File: config.mk
export PLATFORM = sky130hd
export DESIGN_NAME = sar_adc_serial_power_control
export DESIGN_NICKNAME = d
export VERILOG_FILES = /design/src/sar_ctrl_pkg.sv /design/src/sar_edge_sync.sv /design/src/sar_adc_serial_power_control.sv
export SDC_FILE = /design/constraint.sdc
export NUM_CORES = 1
export LEC_CHECK = 0
export ABC_AREA = 1
export ABC_CLOCK_PERIOD_IN_PS = 1600
export BUFFER_PORTS_ARGS = -buffer_cell sky130_fd_sc_hd__buf_2
export CORE_ASPECT_RATIO = 0.6
export CORE_MARGIN = 2
export CORE_UTILIZATION = 34
export DETAILED_ROUTE_END_ITERATION = 7
export SYNTH_ARGS = -nofsm -noshare
export SYNTH_HDL_FRONTEND = slang
export SYNTH_HIERARCHICAL = 1
export SYNTH_SLANG_ARGS = --single-unit
File: constraint.sdc
create_clock -name mclk_i -period 1.6 [get_ports mclk_i]
set_input_delay 0 -clock mclk_i [delete_from_list [all_inputs] [get_ports mclk_i]]
set_output_delay 0 -clock mclk_i [all_outputs]
set_load 0.02 [all_outputs]
File: src/sar_ctrl_pkg.sv
// package for the serial sampling converter control block
// assumes a single 125 MHz clock domain; pins sampled inside the top
`default_nettype none
package sar_ctrl_pkg;
	localparam int unsigned MCLK_HZ          = 125_000_000;
	localparam int unsigned RESULT_BITS      = 13;
	localparam int unsigned CONV_TIME_NS     = 300;
	localparam int unsigned CONV_CYCLES      = (CONV_TIME_NS * (MCLK_HZ / 1_000_000)) / 1000;
	localparam int unsigned POR_HOLD_NS      = 40;
	localparam int unsigned POR_CYCLES       =
		(POR_HOLD_NS * (MCLK_HZ / 1_000_000) + 999) / 1000;
	localparam logic [2:0]  PULSES_TO_NAP    = 3'h2;
	localparam logic [2:0]  PULSES_TO_SLEEP  = 3'h4;
	localparam logic [2:0]  PULSES_TO_WAKE   = 3'h5;
	localparam logic [12:0] RESULT_RESET     = 13'h0000;

	typedef enum logic [1:0] {
		PWR_ON    = 2'b00,
		PWR_NAP   = 2'b01,
		PWR_SLEEP = 2'b11
	} power_e;

	// sampled link pins, already synchronised
	typedef struct packed {
		logic conv_n;
		logic sck;
	} link_in_s;

	// serial output pin pair with enables
	typedef struct packed {
		logic pos;
		logic neg;
		logic oe_pos;
		logic oe_neg;
	} link_out_s;
endpackage
`default_nettype wire

File: src/sar_edge_sync.sv
// two-flop synchroniser with rise and fall detection on the second stage
// assumes the input is asynchronous to clk_i
`default_nettype none
module sar_edge_sync (
	// clock and reset
	input  wire logic clk_i,
	input  wire logic rst_i,
	// pin and result
	input  wire logic pin_i,
	output logic      level_o,
	output logic      rise_o,
	output logic      fall_o
);
	logic meta_reg;
	logic sync_reg;
	logic last_reg;

	always_ff @(posedge clk_i) begin
		if (rst_i) begin
			meta_reg <= 1'b0;
			sync_reg <= 1'b0;
			last_reg <= 1'b0;
		end else begin
			meta_reg <= pin_i;
			sync_reg <= meta_reg;
			last_reg <= sync_reg;
		end
	end

	assign level_o = sync_reg;
	assign rise_o  = sync_reg & ~last_reg;
	assign fall_o  = ~sync_reg & last_reg;
endmodule
`default_nettype wire

File: src/sar_adc_serial_power_control.sv
// control logic of a serial sampling converter: conversion timing, result
// shifter, pulse-counting power modes and power-on reset handling.
// assumes the host keeps the start pulse and shift clock timing it is given.
`default_nettype none
//////////////////////////////////////////////////////////////////////////////
// Overview of operation
// falling start edge begins a conversion that runs on internal timing
// host keeps every start pulse at least 30ns wide at 2Msps
// each falling shift clock edge presents next result bit, MSB first
// host supplies a 64MHz shift clock for full 2Msps throughput; the host model gives a 160 ns period (6.25MHz)
// host requests nap by holding shift clock still and giving two pulses
// with clock idle, nap starts at rising end of second start pulse
// nap lasts until a rising shift clock edge or further start pulses
// from nap, two more start pulses with idle clock enter sleep
// in CMOS mode one rising shift clock edge wakes from sleep
// host waits 10ms after sleep exit before trusting conversions
// fifth counted start pulse wakes from sleep in either standard
// shift clock pulses after waking clear the pulse count
// with idle clock, start pulses cycle on, nap and sleep forever
// internal power-on reset at power-up or low supply, then reinitialise
// host starts no conversion within 10ms of a power-on reset; the bench starts its first one soon after the reset ends
// nap and sleep entry by pulse count ignores the signalling standard
// select level picks single-ended CMOS or differential LVDS pins
// CMOS uses positive pins only; negative pins left low
// LVDS drives data and takes clock as differential pairs
// conversion lasts a counted time; old result stays until new one ready
module sar_adc_serial_power_control
	import sar_ctrl_pkg::*;
(
	// clock and reset
	input  wire logic                   mclk_i,
	input  wire logic                   sys_rst_i,
	// supply monitor: high while supply is below the reset threshold
	input  wire logic                   supply_low_i,
	// link pins
	input  wire logic                   conversion_start_n_i,
	input  wire logic                   shift_clock_pos_i,
	input  wire logic                   shift_clock_neg_i,
	input  wire logic                   io_standard_lvds_i,
	// analog core result, read when the conversion ends
	input  wire logic [RESULT_BITS-1:0] sample_data_i,
	// serial data out, with output enables
	output sar_ctrl_pkg::link_out_s     serial_out_o,
	// status
	output logic                        converting_o,
	output sar_ctrl_pkg::power_e        power_state_o,
	output logic                        por_active_o
);
	import sar_ctrl_pkg::*;

	//////////////////////////////////////////////////////////////////////////
	// pin sampling
	link_in_s pins;
	logic     cnv_rise;
	logic     cnv_fall;
	logic     sck_rise;
	logic     sck_fall;
	logic     sel_sync;
	logic     sel_meta_reg;
	logic     sel_reg;
	logic     sck_diff;

	// lvds takes the pair's difference, cmos the positive pin only
	assign sck_diff = sel_reg ? (shift_clock_pos_i & ~shift_clock_neg_i) : shift_clock_pos_i;

	sar_edge_sync u_cnv_sync (
		.clk_i   (mclk_i),
		.rst_i   (sys_rst_i),
		.pin_i   (conversion_start_n_i),
		.level_o (pins.conv_n),
		.rise_o  (cnv_rise),
		.fall_o  (cnv_fall)
	);

	sar_edge_sync u_sck_sync (
		.clk_i   (mclk_i),
		.rst_i   (sys_rst_i),
		.pin_i   (sck_diff),
		.level_o (pins.sck),
		.rise_o  (sck_rise),
		.fall_o  (sck_fall)
	);

	always_ff @(posedge mclk_i) begin
		if (sys_rst_i) begin
			sel_meta_reg <= 1'b0;
			sel_reg      <= 1'b0;
		end else begin
			sel_meta_reg <= io_standard_lvds_i;
			sel_reg      <= sel_meta_reg;
		end
	end
	assign sel_sync = sel_reg;

	//////////////////////////////////////////////////////////////////////////
	// power-on reset: held while supply is low and for a short time after
	logic       sup_meta_reg;
	logic       sup_reg;
	logic [7:0] por_cnt_reg;
	logic [7:0] por_cnt_next;
	logic       por_reg;
	logic       por_next;

	always_comb begin
		por_cnt_next = por_cnt_reg;
		por_next     = por_reg;
		if (sup_reg) begin
			por_cnt_next = 8'h00;
			por_next     = 1'b1;
		end else if (por_reg) begin
			if (por_cnt_reg == 8'(POR_CYCLES - 1)) begin
				por_next = 1'b0; // reinitialised once supply is back
			end else begin
				por_cnt_next = por_cnt_reg + 8'h01;
			end
		end
	end

	always_ff @(posedge mclk_i) begin
		if (sys_rst_i) begin
			sup_meta_reg <= 1'b1;
			sup_reg      <= 1'b1;
			por_cnt_reg  <= 8'h00;
			por_reg      <= 1'b1; // power-up counts as a reset event
		end else begin
			sup_meta_reg <= supply_low_i;
			sup_reg      <= sup_meta_reg;
			por_cnt_reg  <= por_cnt_next;
			por_reg      <= por_next;
		end
	end

	//////////////////////////////////////////////////////////////////////////
	// conversion timer and result shifter
	logic [15:0]            conv_cnt_reg;
	logic [15:0]            conv_cnt_next;
	logic                   conv_reg;
	logic                   conv_next;
	logic [RESULT_BITS-1:0] shift_reg;
	logic [RESULT_BITS-1:0] shift_next;
	logic                   dout_reg;
	logic                   dout_next;
	power_e                 power_reg;
	power_e                 power_next;

	always_comb begin
		conv_cnt_next = conv_cnt_reg;
		conv_next     = conv_reg;
		shift_next    = shift_reg;
		dout_next     = dout_reg;
		if (por_reg) begin
			conv_cnt_next = 16'h0000;
			conv_next     = 1'b0;
			shift_next    = RESULT_RESET;
			dout_next     = 1'b0;
		end else begin
			// a start edge is only honoured at full power, and needs no sck
			if (cnv_fall && !conv_reg && power_reg == PWR_ON) begin
				conv_next     = 1'b1;
				conv_cnt_next = 16'h0000;
			end else if (conv_reg) begin
				if (conv_cnt_reg == 16'(CONV_CYCLES - 1)) begin
					conv_next  = 1'b0;
					// old word shifts on until the new one lands
					shift_next = sample_data_i;
					dout_next  = sample_data_i[RESULT_BITS-1];
				end else begin
					conv_cnt_next = conv_cnt_reg + 16'h0001;
				end
			end
			if (sck_fall && !(conv_reg && conv_cnt_reg == 16'(CONV_CYCLES - 1))) begin
				// msb went out at end of conversion; each falling edge moves on, except one in the last conversion cycle
				shift_next = {shift_reg[RESULT_BITS-2:0], 1'b0};
				dout_next  = shift_reg[RESULT_BITS-2];
			end
		end
	end

	always_ff @(posedge mclk_i) begin
		if (sys_rst_i) begin
			conv_cnt_reg <= 16'h0000;
			conv_reg     <= 1'b0;
			shift_reg    <= RESULT_RESET;
			dout_reg     <= 1'b0;
		end else begin
			conv_cnt_reg <= conv_cnt_next;
			conv_reg     <= conv_next;
			shift_reg    <= shift_next;
			dout_reg     <= dout_next;
		end
	end

	//////////////////////////////////////////////////////////////////////////
	// pulse counting power modes; the standard only acts in lvds sleep, where sck neither clears the count nor wakes
	logic [2:0] pulse_cnt_reg;
	logic [2:0] pulse_cnt_next;

	always_comb begin
		power_next     = power_reg;
		pulse_cnt_next = pulse_cnt_reg;
		if (por_reg) begin
			power_next     = PWR_ON;
			pulse_cnt_next = 3'h0;
		end else if (sck_rise || sck_fall) begin
			// shift clock activity clears the count so the part stays up;
			// lvds sleep keeps it, as only the fifth start pulse wakes there
			if (!(power_reg == PWR_SLEEP && sel_sync)) begin
				pulse_cnt_next = 3'h0;
			end
			if (sck_rise) begin
				case (power_reg)
					PWR_NAP:   power_next = PWR_ON;
					// only cmos wakes from sleep on a clock edge
					PWR_SLEEP: power_next = sel_sync ? PWR_SLEEP : PWR_ON;
					default:   power_next = power_reg;
				endcase
			end
		end else if (cnv_rise) begin
			// count on the rising end of each start pulse unless a shift clock edge falls in the same cycle
			pulse_cnt_next = pulse_cnt_reg + 3'h1;
			if (pulse_cnt_reg + 3'h1 == PULSES_TO_NAP) begin
				power_next = PWR_NAP;
			end else if (pulse_cnt_reg + 3'h1 == PULSES_TO_SLEEP) begin
				power_next = PWR_SLEEP;
			end else if (pulse_cnt_reg + 3'h1 == PULSES_TO_WAKE) begin
				power_next     = PWR_ON; // fifth pulse wakes in either mode
				pulse_cnt_next = 3'h0; // restart so the cycle repeats
			end
		end
	end

	always_ff @(posedge mclk_i) begin
		if (sys_rst_i) begin
			power_reg     <= PWR_ON;
			pulse_cnt_reg <= 3'h0;
		end else begin
			power_reg     <= power_next;
			pulse_cnt_reg <= pulse_cnt_next;
		end
	end

	//////////////////////////////////////////////////////////////////////////
	// outputs; cmos leaves the negative pin undriven, lvds drives both
	link_out_s out_reg;
	link_out_s out_next;

	always_comb begin
		out_next.pos    = dout_reg;
		out_next.neg    = sel_sync ? ~dout_reg : 1'b0;
		out_next.oe_pos = ~por_reg;
		out_next.oe_neg = sel_sync & ~por_reg;
	end

	always_ff @(posedge mclk_i) begin
		if (sys_rst_i) begin
			out_reg       <= '0;
			converting_o  <= 1'b0;
			power_state_o <= PWR_ON;
			por_active_o  <= 1'b1;
		end else begin
			out_reg       <= out_next;
			converting_o  <= conv_reg;
			power_state_o <= power_reg;
			por_active_o  <= por_reg;
		end
	end

	assign serial_out_o = out_reg;
endmodule
`default_nettype wire

* Yosys cells after proc, flatten, opt, wreduce, memory -nomap -nowiden *
Index checks and enable logic that the tools add are counted.

storage, ports and cells
  bits of input ports = 20
  logic and storage cells = 109
  register bits after elaboration = 62

cells by class
  bitwise logic cells = 17
  mux-type cells = 28
  reductions and logical operators = 24
  equal/unequal tests = 11
  add/subtract/negate cells = 3

operators by type and width
  operator               number
  $mux 12                4
  $mux 3                 6
  $add 16x1->16 const B  1
  $eq 16x6->1 const B    1
  $mux 2                 7
  $not 1->1              11
  $mux 1                 10
  $add 8x1->8 const B    1
  $eq 8x3->1 const B     1
  $and 1x1->1            6
  $eq 3x3->1 const B     2
  $reduce_and 2->1       3
  $reduce_and 3->1       2
  $reduce_bool 2->1      3
  $reduce_or 2->1        3
  $reduce_or 3->1        2
  $logic_and 1x1->1      5
  $ne 2x2->1 const B     2
  $pmux 2 s2             1
  $reduce_and 4->1       1
  $reduce_bool 4->1      1
  $add 3x1->3 const B    1
  $eq 3x2->1 const B     1
  $ne 3x1->1 const B     1
  other kinds (6)        7

* Depth between registers and ports, before layout *
  depth after elaboration = 7
  gate-level depth with buffers = 13

* Cells and area by module *
Netlist, hierarchy kept.

modules (own cells, without submodules)
  module                        cells an instance  instances  area each (um^2)
  sar_adc_serial_power_control  403                1          2889.0
  sar_edge_sync                 12                 2          93.8

* Worst setup path before layout *
Ideal clock, no wire load.

  path type = flip-flop to flip-flop
  start point = reg conv_cnt_reg[0]
  end point = reg shift_reg[10]
  period minus slack after synthesis = 1.519 ns
  path slack = 0.081 ns
  arrival time = 1.411 ns
  setup time = 0.109 ns
  path buffers = 1
  cell stages (with the launch flop) = 13
  cells stage by stage = dfxtp_1 -> inv_1 -> ha_1 -> inv_1 -> nor2_1 -> nand2_2 -> nor2_8 -> nand3_4 -> buf_2 -> nand3_1 -> nand3_1 -> nand2_1 -> inv_1

between the ends
  cells in the longest elaborated chain, start to end = 6

ends and longest elaborated chain
  what                                                              RTL line                                                                  text
  from (decl)                                                       sar_adc_serial_power_control.sv:135                                       logic [15:0] conv_cnt_reg;
  from (signal assigned)                                            sar_adc_serial_power_control.sv:186                                       conv_cnt_reg <= conv_cnt_next;
  $eq 16x6->1 *                                                     sar_adc_serial_power_control.sv:162, sar_adc_serial_power_control.sv:171
  $logic_and 1x1->1                                                 sar_adc_serial_power_control.sv:171                                       if (sck_fall && !(conv_reg && conv_cnt_reg == 16'(CONV_CYCLES - 1))) begin
  $logic_not 1->1                                                   sar_adc_serial_power_control.sv:171
  $logic_and 1x1->1                                                 sar_adc_serial_power_control.sv:171
  $ne 2x1->1 (no source line) or $reduce_bool 2->1 (tied branches)  -
  $reduce_and 3->1 (no source line)                                 -
  to (signal assigned)                                              sar_adc_serial_power_control.sv:188                                       shift_reg <= shift_next;
  to (decl)                                                         sar_adc_serial_power_control.sv:139                                       logic [RESULT_BITS-1:0] shift_reg;

Every way passes the cells marked *; elsewhere a longest branch is shown, timed or not.
A chain may end at the register's enable or synchronous reset.

* Worst setup path in the final report *
  start point = reg conv_cnt_reg[0]
  end point = reg conv_cnt_reg[6]

between the ends
  cells in the longest elaborated chain, start to end = 3

ends and longest elaborated chain
  what
  branches (longest 3 deep; another with $add 16x1->16)

Parallel ways; which one is timed is not known.

==> results.yml <==
status:
  status: "completed"
setup_path:
  worst_path_largest_cell_delay_ns: 0.32
  worst_setup_path_end_kind: "register"
  r2r-start: "conv_cnt_reg[0]"
  crit_required_ns: 1.86
  rrSetupSlack_ns: 0.03
  r2r_end: "conv_cnt_reg[6]"
  crit_path_start_kind: "register"
  startpoint: "conv_cnt_reg[0]"
  cp_common_cell: "inv_2"
  critPathMaxFanout: 17
  crit_path_cell_trace: "inv_2, ha_4, inv_2, nor2_2, nand2_2, nor2_8, nand2_8, nand2_4, nand2_1, a21oi_1"
  r2r_cells: 10
  critPathKind: "register to register"
  crit_family: "simple AND/OR/NAND/NOR gates"
  setup.worst_path.end: "conv_cnt_reg[6]"
  critical_path.slowest_cell: "dfxtp_2"
  worst-path-buf-inv: 2
  cp.arrival_ns: 1.83
  cp.depth: 10
power_and_ir_drop:
  clock_power_share_pct: 53.2
  power_density_nw_per_um2: 896
  pwr-share-seq_pct: 43.8
  p_total_mw: 3.57
  p_sw_share_pct: 20.2
  switching_power_uw: 720
  power_leakage_nw: 1.72
  intPower_mw: 2.85
  power_frac_comb_pct: 3.0
  ir_drop_v: 0.000543
synthesis:
  ys_warn_count: 6
  synth_area_leaders: "dfxtp_1, nand2_1, nand3_1"
  synth_xor_area_share_pct: 3.70
  ys.flop_type: "dfxtp_1"
  syn-cell-area_um2: 3080
  synth_top_area_cell: "dfxtp_1"
  synth_fa_ha_area_share_pct: 3.25
  synth_mux_area_share_pct: 0
  yosys.area_share.simple_pct: 35.1
  syn_inst: 427
  seq_area_frac_synth_pct: 40.3
  synth_compound_area_share_pct: 8.30
  synth_top_area_share_pct: 40.3
  syn_area_per_cell_um2: 7.21
  synth_top_family_by_area: "simple AND/OR/NAND/NOR gates"
  synth-seq-cells: 62
  synth_edf_count: 0
  synth_fp_nets: 455
  yosysUniqueCellTypes: 34
  synthArstFlopShare_pct: 0
hold_path:
  hold_class: "primary input to register"
  holdPathStages: 2
cts:
  cts.htree.levels: 3
  numClockSinks: 62
  clockRootBuffer: "clkbuf_16"
  cts_tree: "built"
  clock_latency_ns: 0.33
  path_clk_slew_ns: 0.05
  numCtsBuffers: 9
  clock_tree.buffer_depth: 2
timing:
  period_minus_slack_ns: 1.57
  max_freq_ghz: 0.637
  rsz0062_at_grt: "yes"
  worstMarginPinSlew_ns: 0.444
  drv_slew: 0
  finClkSkew_ns: 0.00397
  min_period_over_period_pct: 98.1
  finalSetupViolCount: 0
  timing.final.ws_setup_ns: 0.0301
  slew_headroom_pct: 70.4
  finalHoldViolCount: 0
final_layout:
  layout_common_cells: "nand2_1, dfxtp_1, nor2_1"
  insertedDiodeCount: 0
  layout-drive-gt1-share_pct: 21.3
  area_growth_pct: 29.4
  final_common_cell: "nand2_1"
  postLayoutCoreUtil_pct: 46.0
  largest_register_ffs: 16
  fin_nets: 517
floorplan:
  die_y_um: 77.7
  start_util_pct: 35.6
  rows: 26
  core_um2: 8650
  dieArea_um2: 9850
  die_w_um: 127
  ios: 28
route:
  ant_nets: 0
  firstDrtPassIters: 6
  drc_errors: 0
  wl_per_cell_um: 11.9
  drt_wl_total_mm: 7.21
  via_count: 2901
  dr.first_iter.drc_count: 269
  vias_per_cell: 4.80
place:
  dp_slack_ns: 0.0342
  dp_hpwl_mm: 4.79
  portBuffers: 27
  gp_congestion: 0.854
grt:
  grt_pass1_vias: 2498
  grt_use_met3_pct: 4.97
  grtUsageMet2_pct: 20.7
  grt_busiest_layer: "met1"
  gr-usage-all-layers_pct: 15.1
  use_met1_pct: 22.1
  grt_max_degree: 26
  antenna_found_initial: 0
  grt-ovfl-total: 0
  grt_pass1_wl_mm: 11.9
job:
  maxCapViolations: 0
## cells by family after synthesis
family          Yosys count
compound gates           47
xor+xnor                 13
fa+ha+maj                 8
buf+inv                  64
flops                    62
simple gates            233
## Yosys cell counts, types with 3 or more instances
cell type / n
xor2_1: 6
dfxtp_1: 62
ha_1: 8
o21ai_1: 7
buf_4: 3
nand2_1: 104
nand4_1: 5
a21oi_1: 27
inv_1: 49
nand3_1: 46
nor2_8: 3
xnor2_1: 7
inv_2: 3
nor3_1: 4
o21ai_0: 9
nor2_1: 49
buf_2: 3
nand2_2: 11
## worst min-delay path by stage
stage | to | startpoint | slack [ns]
detailed placement | sup_meta_reg | supply_low_i | 0.19
global placement | sup_meta_reg | supply_low_i | 0.19
finish | u_cnv_sync/last_reg | sys_rst_i | 0.02
global route | u_sck_sync/meta_reg | sys_rst_i | 0.03
floorplan | u_cnv_sync/meta_reg | sys_rst_i | 0.07
CTS | u_cnv_sync/last_reg | sys_rst_i | 0.02
## what timing repair did
item                       in CTS  in global routing
hold buffers                   18                  0
setup endpoints to repair       0                 23
hold endpoints to repair       17                  0
resized for setup               0                 22
setup buffers                   0                  1
## power groups by stage
stage                     Sequential, mW  Clock (mW)  Combinational, mW
after floorplan                     1.59           0             0.0319
after global placement              1.59           0             0.0676
after detailed placement            1.60           0             0.0686
after CTS                           1.56        1.94              0.103
after global routing                1.56        2.03              0.117
final                               1.56        1.90              0.106
## layer usage
metal	up-vias	wire length, µm
li1	1485	-
met1	1322	3760
met3	11	399
met5	-	0
met4	0	85
met2	83	2970
## final cells by class
cell class                      instances  area, µm²
Tap cell                              112        140
Inverter                               52        195
Clock buffer                           11        243
Multi-Input combinational cell        303       1650
Sequential cell                        62       1240
Timing Repair Buffer                   61        460
Fill cell                             858       4670
Clock inverter                          4       47.5
## through the flow
| step | hold slack (ns) | setup TNS (ns) | instances | cell area (µm²) |
|---|---|---|---|---|
| 2_1_floorplan | 0.0712 | 0 | 427 | 3080 |
| 3_3_place_gp | 0.186 | 0 | 569 | 3390 |
| 3_5_place_dp | 0.189 | 0 | 569 | 3390 |
| 4_1_cts | 0.0161 | 0 | 602 | 3860 |
| 5_1_grt | 0.0299 | -1.49 | 605 | 3980 |
| 6_report | 0.0230 | 0 | 605 | 3980 |
Note: power is estimated with default switching activity, not from simulation.
